File: src/include/ulsc_cfg.svh
// constants of the lin status and control block
`ifndef ULSC_CFG_SVH
`define ULSC_CFG_SVH
// register word addresses
`define ULSC_ADDR_W 2
`define ULSC_OFS_STATUS2 2'h0
`define ULSC_OFS_CONTROL3 2'h1
`define ULSC_OFS_IRQ_MASK 2'h2
// lin_status_two fields
`define ULSC_S2_BRK_FLAG 7
`define ULSC_S2_EDGE_FLAG 6
`define ULSC_S2_RX_INV 4
`define ULSC_S2_WAKE_IDLE 3
`define ULSC_S2_LONG_BRK 2
`define ULSC_S2_BRK_EN 1
`define ULSC_S2_ACTIVE 0
// serial_control_three fields
`define ULSC_C3_RX_NINTH 7
`define ULSC_C3_TX_NINTH 6
`define ULSC_C3_DRIVE_OUT 5
`define ULSC_C3_TX_INV 4
`define ULSC_C3_OVR_EN 3
`define ULSC_C3_NOISE_EN 2
`define ULSC_C3_FRAME_EN 1
`define ULSC_C3_PAR_EN 0
// reset values
`define ULSC_RST_BYTE 8'h00
`define ULSC_RST_SYNC 3'h7
// break lengths in bit times
`define ULSC_TX_BRK_SHORT 4'hA
`define ULSC_TX_BRK_LONG 4'hD
`define ULSC_RX_BRK_NORMAL 4'hA
`define ULSC_RX_BRK_RAISED 4'hB
`endif

File: src/include/ulsc_pkg.sv
// types of the lin status and control block
`default_nettype none
package ulsc_pkg;
  // break generator states, gray along idle -> break
  typedef enum logic [1:0] {
    ULSC_TX_IDLE = 2'h0,
    ULSC_TX_BRK = 2'h1
  } ulsc_tx_type;

  // whole state of the block
  typedef struct packed {
    logic [2:0] sync;
    logic rx_level;
    logic brk_flag;
    logic edge_flag;
    logic rx_invert;
    logic wake_idle;
    logic long_break;
    logic brk_enable;
    logic active;
    logic rx_ninth;
    logic tx_ninth;
    logic drive_out;
    logic tx_invert;
    logic [3:0] err_en;
    logic [1:0] mask;
    logic [3:0] low_cnt;
    logic brk_seen;
    ulsc_tx_type tx_state;
    logic [3:0] tx_cnt;
    logic tx_pin;
    logic err_irq;
    logic irq;
    logic [7:0] rdata;
  } ulsc_state_type;
endpackage
`default_nettype wire

File: src/ulsc_top.sv
// lin status two and control three logic of the serial interface
`include "ulsc_cfg.svh"
`default_nettype none
module ulsc_top
  import ulsc_pkg::*;
(
  input wire logic CLOCK_IN,
  input wire logic RSTN_IN,
  // register port
  input wire logic [`ULSC_ADDR_W-1:0] ADDR_IN,
  input wire logic [7:0] WDATA_IN,
  input wire logic WR_IN,
  input wire logic RD_IN,
  output logic [7:0] RDATA_OUT,
  // serial pins
  input wire logic SERIAL_IN_PIN_IN,
  input wire logic SERIAL_OUT_PIN_IN,
  output logic SERIAL_OUT_PIN_OUT,
  output logic SERIAL_OUT_OE_OUT,
  // from the rest of the interface
  input wire logic BIT_TICK_IN,
  input wire logic NINE_BIT_IN,
  input wire logic LOOP_MODE_IN,
  input wire logic RECEIVE_SOURCE_IN,
  input wire logic RX_STANDBY_IN,
  input wire logic START_DETECT_IN,
  input wire logic IDLE_DETECT_IN,
  input wire logic FRAME_ERR_IN,
  input wire logic BUF_FULL_IN,
  input wire logic RX_NINTH_IN,
  input wire logic BREAK_REQ_IN,
  input wire logic TX_SHIFT_IN,
  input wire logic OVERRUN_FLAG_IN,
  input wire logic NOISE_FLAG_IN,
  input wire logic FRAMING_FLAG_IN,
  input wire logic PARITY_FLAG_IN,
  // to the rest of the interface
  output logic RX_DATA_OUT,
  output logic IDLE_SET_OUT,
  output logic FRAME_ERR_SET_OUT,
  output logic BUF_FULL_SET_OUT,
  output logic BREAK_DETECT_OUT,
  output logic BREAK_BUSY_OUT,
  output logic TX_NINTH_OUT,
  output logic ERR_IRQ_OUT,
  output logic IRQ_OUT
);

  // ----------------------------------------
  // decode helpers
  // ----------------------------------------

  // register select, used for writes
  function automatic logic sel(input logic [`ULSC_ADDR_W-1:0] a,
                               input logic [`ULSC_ADDR_W-1:0] ofs);
    sel = (a == ofs);
  endfunction

  // ----------------------------------------
  // state
  // ----------------------------------------

  ulsc_state_type state_reg; // every flip-flop of the block
  ulsc_state_type state_next; // its next value
  logic rx_eff; // receive level after inversion
  logic rx_eff_prev; // same, from the next rx_level value
  logic edge_hit; // active edge seen this cycle
  logic [3:0] rx_thresh; // low bit times that make a break
  logic [3:0] tx_len; // bit times of a sent break
  logic brk_hit; // break threshold reached now
  logic wr_s2; // write to lin_status_two
  logic wr_c3; // write to serial_control_three
  logic [3:0] err_vec; // raw error flags

  // ----------------------------------------
  // combinational next state
  // ----------------------------------------

  // one pass computes every next value
  always_comb
  begin
    state_next = state_reg;
    wr_s2 = WR_IN && sel(ADDR_IN, `ULSC_OFS_STATUS2);
    wr_c3 = WR_IN && sel(ADDR_IN, `ULSC_OFS_CONTROL3);
    err_vec = {OVERRUN_FLAG_IN, NOISE_FLAG_IN, FRAMING_FLAG_IN,
               PARITY_FLAG_IN};

    // pin synchroniser; first stage feeds only the second
    state_next.sync = {state_reg.sync[1:0], SERIAL_IN_PIN_IN};
    // a change counts once stages two and three agree
    if (state_reg.sync[1] == state_reg.sync[2])
    begin
      state_next.rx_level = state_reg.sync[2];
    end

    // inversion ahead of all receive logic
    rx_eff = state_reg.rx_level ^ state_reg.rx_invert;
    rx_eff_prev = state_next.rx_level ^ state_reg.rx_invert;
    // active edge is a falling edge of the inverted line
    edge_hit = rx_eff && !rx_eff_prev;

    // thresholds, nine-bit mode adds one bit time
    rx_thresh = (state_reg.brk_enable ? `ULSC_RX_BRK_RAISED
                                      : `ULSC_RX_BRK_NORMAL)
                + {3'h0, NINE_BIT_IN};
    tx_len = (state_reg.long_break ? `ULSC_TX_BRK_LONG
                                   : `ULSC_TX_BRK_SHORT)
             + {3'h0, NINE_BIT_IN};

    // low-time counter, restarted by any high level
    brk_hit = 1'b0;
    if (rx_eff)
    begin
      state_next.low_cnt = 4'h0;
      state_next.brk_seen = 1'b0;
    end
    else if (BIT_TICK_IN && !state_reg.brk_seen)
    begin
      // saturates at the threshold; reported once per low stretch
      if (state_reg.low_cnt + 4'h1 == rx_thresh)
      begin
        brk_hit = 1'b1;
        state_next.brk_seen = 1'b1;
      end
      state_next.low_cnt = state_reg.low_cnt + 4'h1;
    end

    // break flag: set only with detection enabled; set beats clear
    state_next.brk_flag = (state_reg.brk_flag &&
      !(wr_s2 && WDATA_IN[`ULSC_S2_BRK_FLAG])) ||
      (brk_hit && state_reg.brk_enable);
    // edge flag, same clearing scheme
    state_next.edge_flag = (state_reg.edge_flag &&
      !(wr_s2 && WDATA_IN[`ULSC_S2_EDGE_FLAG])) || edge_hit;

    // receiver active: start sets, idle line clears
    if (START_DETECT_IN)
    begin
      state_next.active = 1'b1;
    end
    else if (IDLE_DETECT_IN)
    begin
      state_next.active = 1'b0;
    end

    // ninth bit follows the character into the buffer
    if (BUF_FULL_IN && !state_reg.brk_enable)
    begin
      state_next.rx_ninth = RX_NINTH_IN;
    end

    // writable control bits
    if (wr_s2)
    begin
      state_next.rx_invert = WDATA_IN[`ULSC_S2_RX_INV];
      state_next.wake_idle = WDATA_IN[`ULSC_S2_WAKE_IDLE];
      state_next.long_break = WDATA_IN[`ULSC_S2_LONG_BRK];
      state_next.brk_enable = WDATA_IN[`ULSC_S2_BRK_EN];
    end
    if (wr_c3)
    begin
      // ninth tx bit holds until software rewrites it
      state_next.tx_ninth = WDATA_IN[`ULSC_C3_TX_NINTH];
      state_next.drive_out = WDATA_IN[`ULSC_C3_DRIVE_OUT];
      state_next.tx_invert = WDATA_IN[`ULSC_C3_TX_INV];
      state_next.err_en = WDATA_IN[`ULSC_C3_OVR_EN:`ULSC_C3_PAR_EN];
    end
    if (WR_IN && sel(ADDR_IN, `ULSC_OFS_IRQ_MASK))
    begin
      state_next.mask = WDATA_IN[7:6];
    end

    // break generator
    case (state_reg.tx_state)
      ULSC_TX_IDLE:
      begin
        // a request waits for nothing; the shifter hands it over
        if (BREAK_REQ_IN)
        begin
          state_next.tx_state = ULSC_TX_BRK;
          state_next.tx_cnt = 4'h0;
        end
      end
      ULSC_TX_BRK:
      begin
        if (BIT_TICK_IN)
        begin
          state_next.tx_cnt = state_reg.tx_cnt + 4'h1;
          // last bit time of the break ends here
          if (state_reg.tx_cnt + 4'h1 == tx_len)
          begin
            state_next.tx_state = ULSC_TX_IDLE;
          end
        end
      end
      default:
      begin
        state_next.tx_state = ULSC_TX_IDLE;
      end
    endcase

    // pin level: break forces space, then polarity applies
    state_next.tx_pin = ((state_next.tx_state == ULSC_TX_BRK)
                         ? 1'b0 : TX_SHIFT_IN)
                        ^ state_next.tx_invert;

    // error request from enabled flags
    state_next.err_irq = |(err_vec & state_reg.err_en);

    // level interrupt from unmasked sticky flags
    state_next.irq = |({state_next.brk_flag, state_next.edge_flag}
                       & state_next.mask);

    // read data stands one cycle, zero otherwise
    state_next.rdata = `ULSC_RST_BYTE;
    if (RD_IN)
    begin
      case (ADDR_IN)
        `ULSC_OFS_STATUS2:
        begin
          state_next.rdata = {state_reg.brk_flag, state_reg.edge_flag,
            1'b0, state_reg.rx_invert, state_reg.wake_idle,
            state_reg.long_break, state_reg.brk_enable,
            state_reg.active};
        end
        `ULSC_OFS_CONTROL3:
        begin
          state_next.rdata = {state_reg.rx_ninth, state_reg.tx_ninth,
            state_reg.drive_out, state_reg.tx_invert, state_reg.err_en};
        end
        `ULSC_OFS_IRQ_MASK:
        begin
          state_next.rdata = {state_reg.mask, 6'h00};
        end
        default:
        begin
          // unmapped address reads as zero
          state_next.rdata = `ULSC_RST_BYTE;
        end
      endcase
    end
  end

  // ----------------------------------------
  // registers
  // ----------------------------------------

  // synchronous reset to constants only
  always_ff @(posedge CLOCK_IN)
  begin
    if (!RSTN_IN)
    begin
      state_reg <= '0;
      state_reg.sync <= `ULSC_RST_SYNC;
      state_reg.rx_level <= 1'b1;
      state_reg.tx_pin <= 1'b1;
      state_reg.tx_state <= ULSC_TX_IDLE;
    end
    else
    begin
      state_reg <= state_next;
    end
  end

  // ----------------------------------------
  // outputs
  // ----------------------------------------

  assign RDATA_OUT = state_reg.rdata;
  assign RX_DATA_OUT = rx_eff;
  // idle on wake reported only when asked for
  assign IDLE_SET_OUT = IDLE_DETECT_IN &&
                        (!RX_STANDBY_IN || state_reg.wake_idle);
  // framing and full flags held off while detecting breaks
  assign FRAME_ERR_SET_OUT = FRAME_ERR_IN && BUF_FULL_IN &&
                             !state_reg.brk_enable;
  assign BUF_FULL_SET_OUT = BUF_FULL_IN && !state_reg.brk_enable;
  assign BREAK_DETECT_OUT = brk_hit;
  assign BREAK_BUSY_OUT = (state_reg.tx_state == ULSC_TX_BRK);
  assign TX_NINTH_OUT = state_reg.tx_ninth;
  assign SERIAL_OUT_PIN_OUT = state_reg.tx_pin;
  // single wire: pin turns to input unless drive_out is set
  assign SERIAL_OUT_OE_OUT = !(LOOP_MODE_IN && RECEIVE_SOURCE_IN) ||
                             state_reg.drive_out;
  assign ERR_IRQ_OUT = state_reg.err_irq;
  assign IRQ_OUT = state_reg.irq;
endmodule
`default_nettype wire

File: config.mk
export PLATFORM = sky130hd
export DESIGN_NAME = ulsc_top
export DESIGN_NICKNAME = d
export VERILOG_FILES = /design/src/include/ulsc_pkg.sv /design/src/ulsc_top.sv
export VERILOG_INCLUDE_DIRS = /design/src /design/src/include
export SDC_FILE = /design/constraint.sdc
export NUM_CORES = 1
export LEC_CHECK = 0
export BUFFER_PORTS_ARGS = -buffer_cell sky130_fd_sc_hd__buf_4
export CORE_MARGIN = 3
export CORE_UTILIZATION = 35
export CTS_CLUSTER_SIZE = 30
export DETAILED_ROUTE_END_ITERATION = 8
export HOLD_SLACK_MARGIN = 0.15
export PLACE_DENSITY = 0.62
export RECOVER_POWER = 100
export SLEW_MARGIN = 20
export SYNTH_ARGS = -nofsm -noshare
export SYNTH_HDL_FRONTEND = slang
export SYNTH_SLANG_ARGS = --single-unit
File: constraint.sdc
create_clock -name CLOCK_IN -period 2 [get_ports CLOCK_IN]
set_input_delay 0.3 -clock CLOCK_IN [delete_from_list [all_inputs] [get_ports CLOCK_IN]]
set_output_delay 0.3 -clock CLOCK_IN [all_outputs]
set_load 0.01 [all_outputs]
Yosys cells after proc, flatten, opt, wreduce, memory -nomap -nowiden

Index checks and enable logic that the tools add are counted.

Register bits: 43
Bits of input ports: 32
Output and inout port bits: 19
Word-level logic and storage cells: 95

Add/sub/neg operators: 4
Equality and inequality tests: 9
Multiplexer cells: 17
Bitwise gates (word level): 6
Reduce and logical (&&, ||, !) cells: 36

Operator list:

| cell                                                             | count |
|---|---|
| 8-bit one-hot mux with 3 select lines                            | 1 |
| 1-bit logical AND                                                | 15 |
| 6-bit 2-to-1 mux                                                 | 2 |
| 4-bit by 1-bit adder with 4-bit output                           | 2 |
| 4-bit by 1-bit adder with 4-bit output (second input constant)   | 2 |
| 4-bit == test                                                    | 2 |
| 1-bit 2-to-1 mux                                                 | 8 |
| 4-bit one-hot mux with 2 select lines                            | 1 |
| 1-bit zero test                                                  | 7 |
| 2-bit by 1-bit == test with 1-bit output (second input constant) | 3 |
| 5-bit 2-to-1 mux                                                 | 1 |
| 4-bit AND                                                        | 1 |
| 2-bit zero test                                                  | 2 |
| 1-bit logical OR                                                 | 4 |
| 2-bit 2-to-1 mux                                                 | 2 |
| 2-bit inequality test (second input constant)                    | 2 |
| 2-bit one-hot mux with 2 select lines                            | 1 |
| 2-bit AND reduction                                              | 2 |
| 2-bit nonzero test                                               | 2 |
| 2-bit OR reduction                                               | 2 |
| 4-bit OR reduction                                               | 1 |
| 3-bit 2-to-1 mux                                                 | 1 |
| 3-bit AND reduction                                              | 1 |
| 1-bit XOR                                                        | 3 |
| 4 further kinds                                                  | 4 |

Depth between registers and ports, before layout

Depth in word-level cells: 10
Mapped depth: 6
Mapped depth without buffers: 6

Worst setup path after synthesis

OpenSTA, ideal clock, no wires.

Path kind: reg2out
Start: register state_reg[18] (netlist bit)
End: output BREAK_DETECT_OUT
Data arrival time: 1.489 ns
Data required time: 1.700 ns
Path slack: 0.211 ns
Stages on the path, launching flop included: 6
Buffers on the path: 0
Path through: dfxtp_1 ha_1 and2b_1 mux2i_1 or3_4 nor2_1

Cells in the longest elaborated chain, start to end: 5

RTL lines:

| element                                | line            | RTL |
|---|---|---|
| from (decl)                            | ulsc_top.sv:63  | `ulsc_state_type state_reg;` |
| from (signal assigned)                 | ulsc_top.sv:261 | `state_reg <= state_next;` |
| 4-bit by 1-bit adder with 4-bit output | ulsc_top.sv:120 | `if (state_reg.low_cnt + 4'h1 == rx_thresh)` |
| 4-bit == test                          | ulsc_top.sv:120 |  |
| 1-bit 2-to-1 mux                       | ulsc_top.sv:120 |  |
| 1-bit 2-to-1 mux                       | ulsc_top.sv:117 | `else if (BIT_TICK_IN && !state_reg.brk_seen)` |
| 1-bit 2-to-1 mux                       | ulsc_top.sv:112 | `if (rx_eff)` |
| to (decl)                              | ulsc_top.sv:42  | `output logic BREAK_DETECT_OUT,` |

Every way passes these cells.

Worst setup path after layout

Ends and elaborated chain as after synthesis.

==> metrics.md <==
| Metric | Value |
|---|---|
| Outcome | complete, but fails checks |
| Violations in the final reports | setup timing |
| Main synth FF type | dfxtp_1 |
| Critical path arrival | roughly 1700 ps |
| Synth Area in Adders | approximately 3.2% |
| Grt total ovfl | 0 |
| Sw Ratio | 21.6% |
| Gpl congestion | 0.808 |
| Post-Syn Area | roughly 1900 sq um |
| TritonRoute pass-1 iters | 4 |
| Num CTS Buffers | 5 |
| Largest family of logic cells by synthesized area | simple AND/OR/NAND/NOR gates |
| Vias in the first global route | around 1,400 |
| Syn Nets | 240 |
| CP startpoint | state_reg[18]$_SDFFE_PP0P_ |
| CTS clk-pin slew, worst paths | around 80 ps |
| Internal power | 1330 uW |
| Maximum VDD drop | around 0.00027 V |
| Max FO, Critical Path | 3 |
| Commonest non-fill, non-tap cell in the layout | dfxtp_1 |
| Largest net degree at the start of global routing | 24 |
| FMAX | slightly below 500 MHz |
| Max Buffers Root-to-Sink | 2 |
| Hold_sp | SERIAL_IN_PIN_IN |
| Vias | between 1,500 and 2,000 |
| CTS tree | done |
| Die width | 80.3 um |
| Initial antenna violation count | 0 |
| Setup ws final | -33.4 ps |
| Hold Crit Depth | 2 |
| Clock H-tree levels | 2 |
| Core box area | around 5200 sq um |
| Asr flop ratio synth | 0% |
| CP Cell Sequence | ha_4 -> and2b_1 -> mux2i_2 -> or3_4 -> nor2_2 -> buf_4 |
| Row cnt | 26 |
| Clk pwr share | approximately 38% |
| Synth-to-Final Area Change | 25.9% |
| Antenna-violating nets left | 0 |
| Initial core utilization | 37.1% |
| GRT Total Usage | a little over an eighth |
| Simple-Gate Fraction of Synth Area | between 20% and 30% |
| Reg2Reg Depth | 6 |
| Layout cells sized above 1 | ~23% |
| Top cells by area, synth | dfxtp_1, mux2i_1, nor2_1 |
| Non-filler cells, final | approximately 320 |
| Seq/Total Area, Yosys | between 40% and 50% |
| Switching power | about 370 uW |
| Worst skew pair latency | approximately 280 ps |
| CP endpoint kind | primary output |
| Via/cell ratio | between 4 and 5 |
| Routed wire length | around 4.1 mm |
| Slew Limit Fails | 0 |
| PortBufs | 49 |
| Slowest-stage cell, CP | or3_4 |
| Cells after Synth | about 200 |
| Clk_skew | 6.45 ps |
| Rel. slew slack | 51.6% |
| DRC | 0 |
| Dpl cells | ~310 |
| Hpwl dp | slightly above 3 mm |
| Worst min path class | primary input to flip-flop |
| Final hold viol count | 0 |
| WL/cell | 12.6 um |
| Max reg flops | 29 |
| XOR/XNOR share of the synthesized area | around 5.8% |
| Ports | between 50 and 60 |
| Warnings from Yosys | 0 |
| DRT iter0 DRCs | between 90 and 100 |
| Vert. Die Dim | about 80 um |
| First-pass GRT wire length | approximately 6.6 mm |
| Compound-gate portion of the synthesized area | under 10% |
| Setup WS pre-CTS | 121 ps |
| Slowest Stage Delay on Critical Path | roughly 400 ps |
| Worst Max-Slew Pin Slew | about 720 ps |
| Seq pwr share | a little over half |
| PwrDens | between 600 and 700 nW/um^2 |
| Synth unique cells | 40 |
| CTS Hold Bufs | 0 |
| Leak Pwr | about 0.001 uW |
| FF-to-FF Start | state_reg[18]$_SDFFE_PP0P_ |
| WP data required | around 1700 ps |
| Post-synth top area share | 44.6% |
| Inserted Diodes | 0 |
| Die ar. | between 6000 and 7000 sq um |
| Final period util | 102% |
| CP Launch Type | flip-flop |
| Max Cap Viol | 0 |
| Final #Nets | 291 |
| Min cycle time layout | between 2000 and 2500 ps |
| RSZ-0062 raised after global routing | yes |
| Combinational Power Share | approximately a tenth |
| Biggest area consumer among synthesized cells | dfxtp_1 |
| Critical path type | flip-flop to primary output |
| Post-synth EDFFs | 0 |
| Post-synthesis mux area share | between 10% and 20% |
| Root buffer cell | clkbuf_8 |
| Synth Register Bits | 43 |
| Setup violators final | 1 |
| Commonest cells after routing, fill and taps aside | dfxtp_1, buf_4, nor2_1 |
| Syn_area_per_cell | ~9.5 sq um |
| Clk sinks | 43 |
[critical path, delay by kind of cell (launching register included)]
| family | cells | cell delay (ps) |
|---|---|---|
| adder cells (fa/ha/maj) | 1 | 240 |
| buffers and inverters | 1 | 120 |
| flip-flops | 1 | 340 |
| multiplexers | 1 | 70 |
| AND/OR/NAND/NOR | 3 | 680 |
[repair_timing]
item | in CTS | in global routing
pin swaps | 3 | 2
setup buffers | 4 | 0
gates resized for setup | 8 | 0
setup endpoints to repair | 1 | 1
[stage by stage]
stage | hold slack (ps) | setup TNS [ps] | area [sq um] | util (%) | total power [uW]
floorplan | 373 | 0 | 1930 | - | 997
global placement | 389 | 0 | 2330 | 44.9 | 1090
detailed placement | 395 | 0 | 2330 | 44.9 | 1090
CTS | 182 | -51.0 | 2500 | 48.1 | 1730
global route | 189 | -119 | 2430 | 46.7 | 1780
finish | 194 | -33.4 | 2430 | 46.7 | 1700
[power by group through the flow]
| stage | clock (uW) | combinational (uW) | sequential (uW) |
|---|---|---|---|
| final | 635 | 171 | 890 |
| after global routing | 701 | 189 | 893 |
| after CTS | 662 | 183 | 890 |
| after detailed placement | 0 | 177 | 911 |
| after global placement | 0 | 175 | 911 |
| after floorplan | 0 | 88.6 | 909 |
[cell type report]
| cell class | count | area [sq um] |
|---|---|---|
| Multi-Input combinational cell | 141 | 990 |
| Inverter | 6 | 22.5 |
| Clock buffer | 6 | 72.6 |
| Timing Repair Buffer | 57 | 360 |
| Sequential cell | 43 | 867 |
| Tap cell | 70 | 87.6 |
| Fill cell | 530 | 2780 |
| Clock inverter | 1 | 30.0 |
[path summary, 6_finish.rpt]
path,to,slack [ps]
worst max register to register,state_reg[38]$_SDFF_PN0_,300
worst min register to register,state_next[42]$_SDFF_PN1_,420
worst min-delay path,state_next[41]$_SDFF_PN1_,190
worst max-delay path,BREAK_DETECT_OUT,-30
[Yosys cell counts (3+ instances only)]
master	count
a21oi_1	9
a22oi_1	4
and2_1	4
buf_4	8
clkbuf_1	3
dfxtp_1	43
ha_1	5
inv_1	5
mux2i_1	23
nand2_1	7
nand2b_1	4
nand3_1	3
nand3b_1	4
nor2_1	37
nor2b_1	4
nor3_1	3
xnor2_1	6
xor2_1	5
[cells by family (layout without fill, tap and decap cells)]
| group | Yosys count | after routing |
|---|---|---|
| xor gates and xnor gates | 12 | 12 |
| AOI/OAI and AO/OA | 24 | 24 |
| muxes | 23 | 23 |
| buffers and inverters | 19 | 70 |
| and+or+nand+nor | 76 | 76 |
| adders and majority gates | 5 | 5 |
| other | 1 | 1 |
| DFF | 43 | 43 |
[layer usage]
metal  track usage, %  vias up  share of wire, %
li1                 -      776                 -
met1             16.7      696                45
met2             20.5       37                47
met3             4.93        4               6.8
met4             4.22        0              0.71
met5                0        -                 0
No activity file was read; power rests on OpenSTA's default activity.
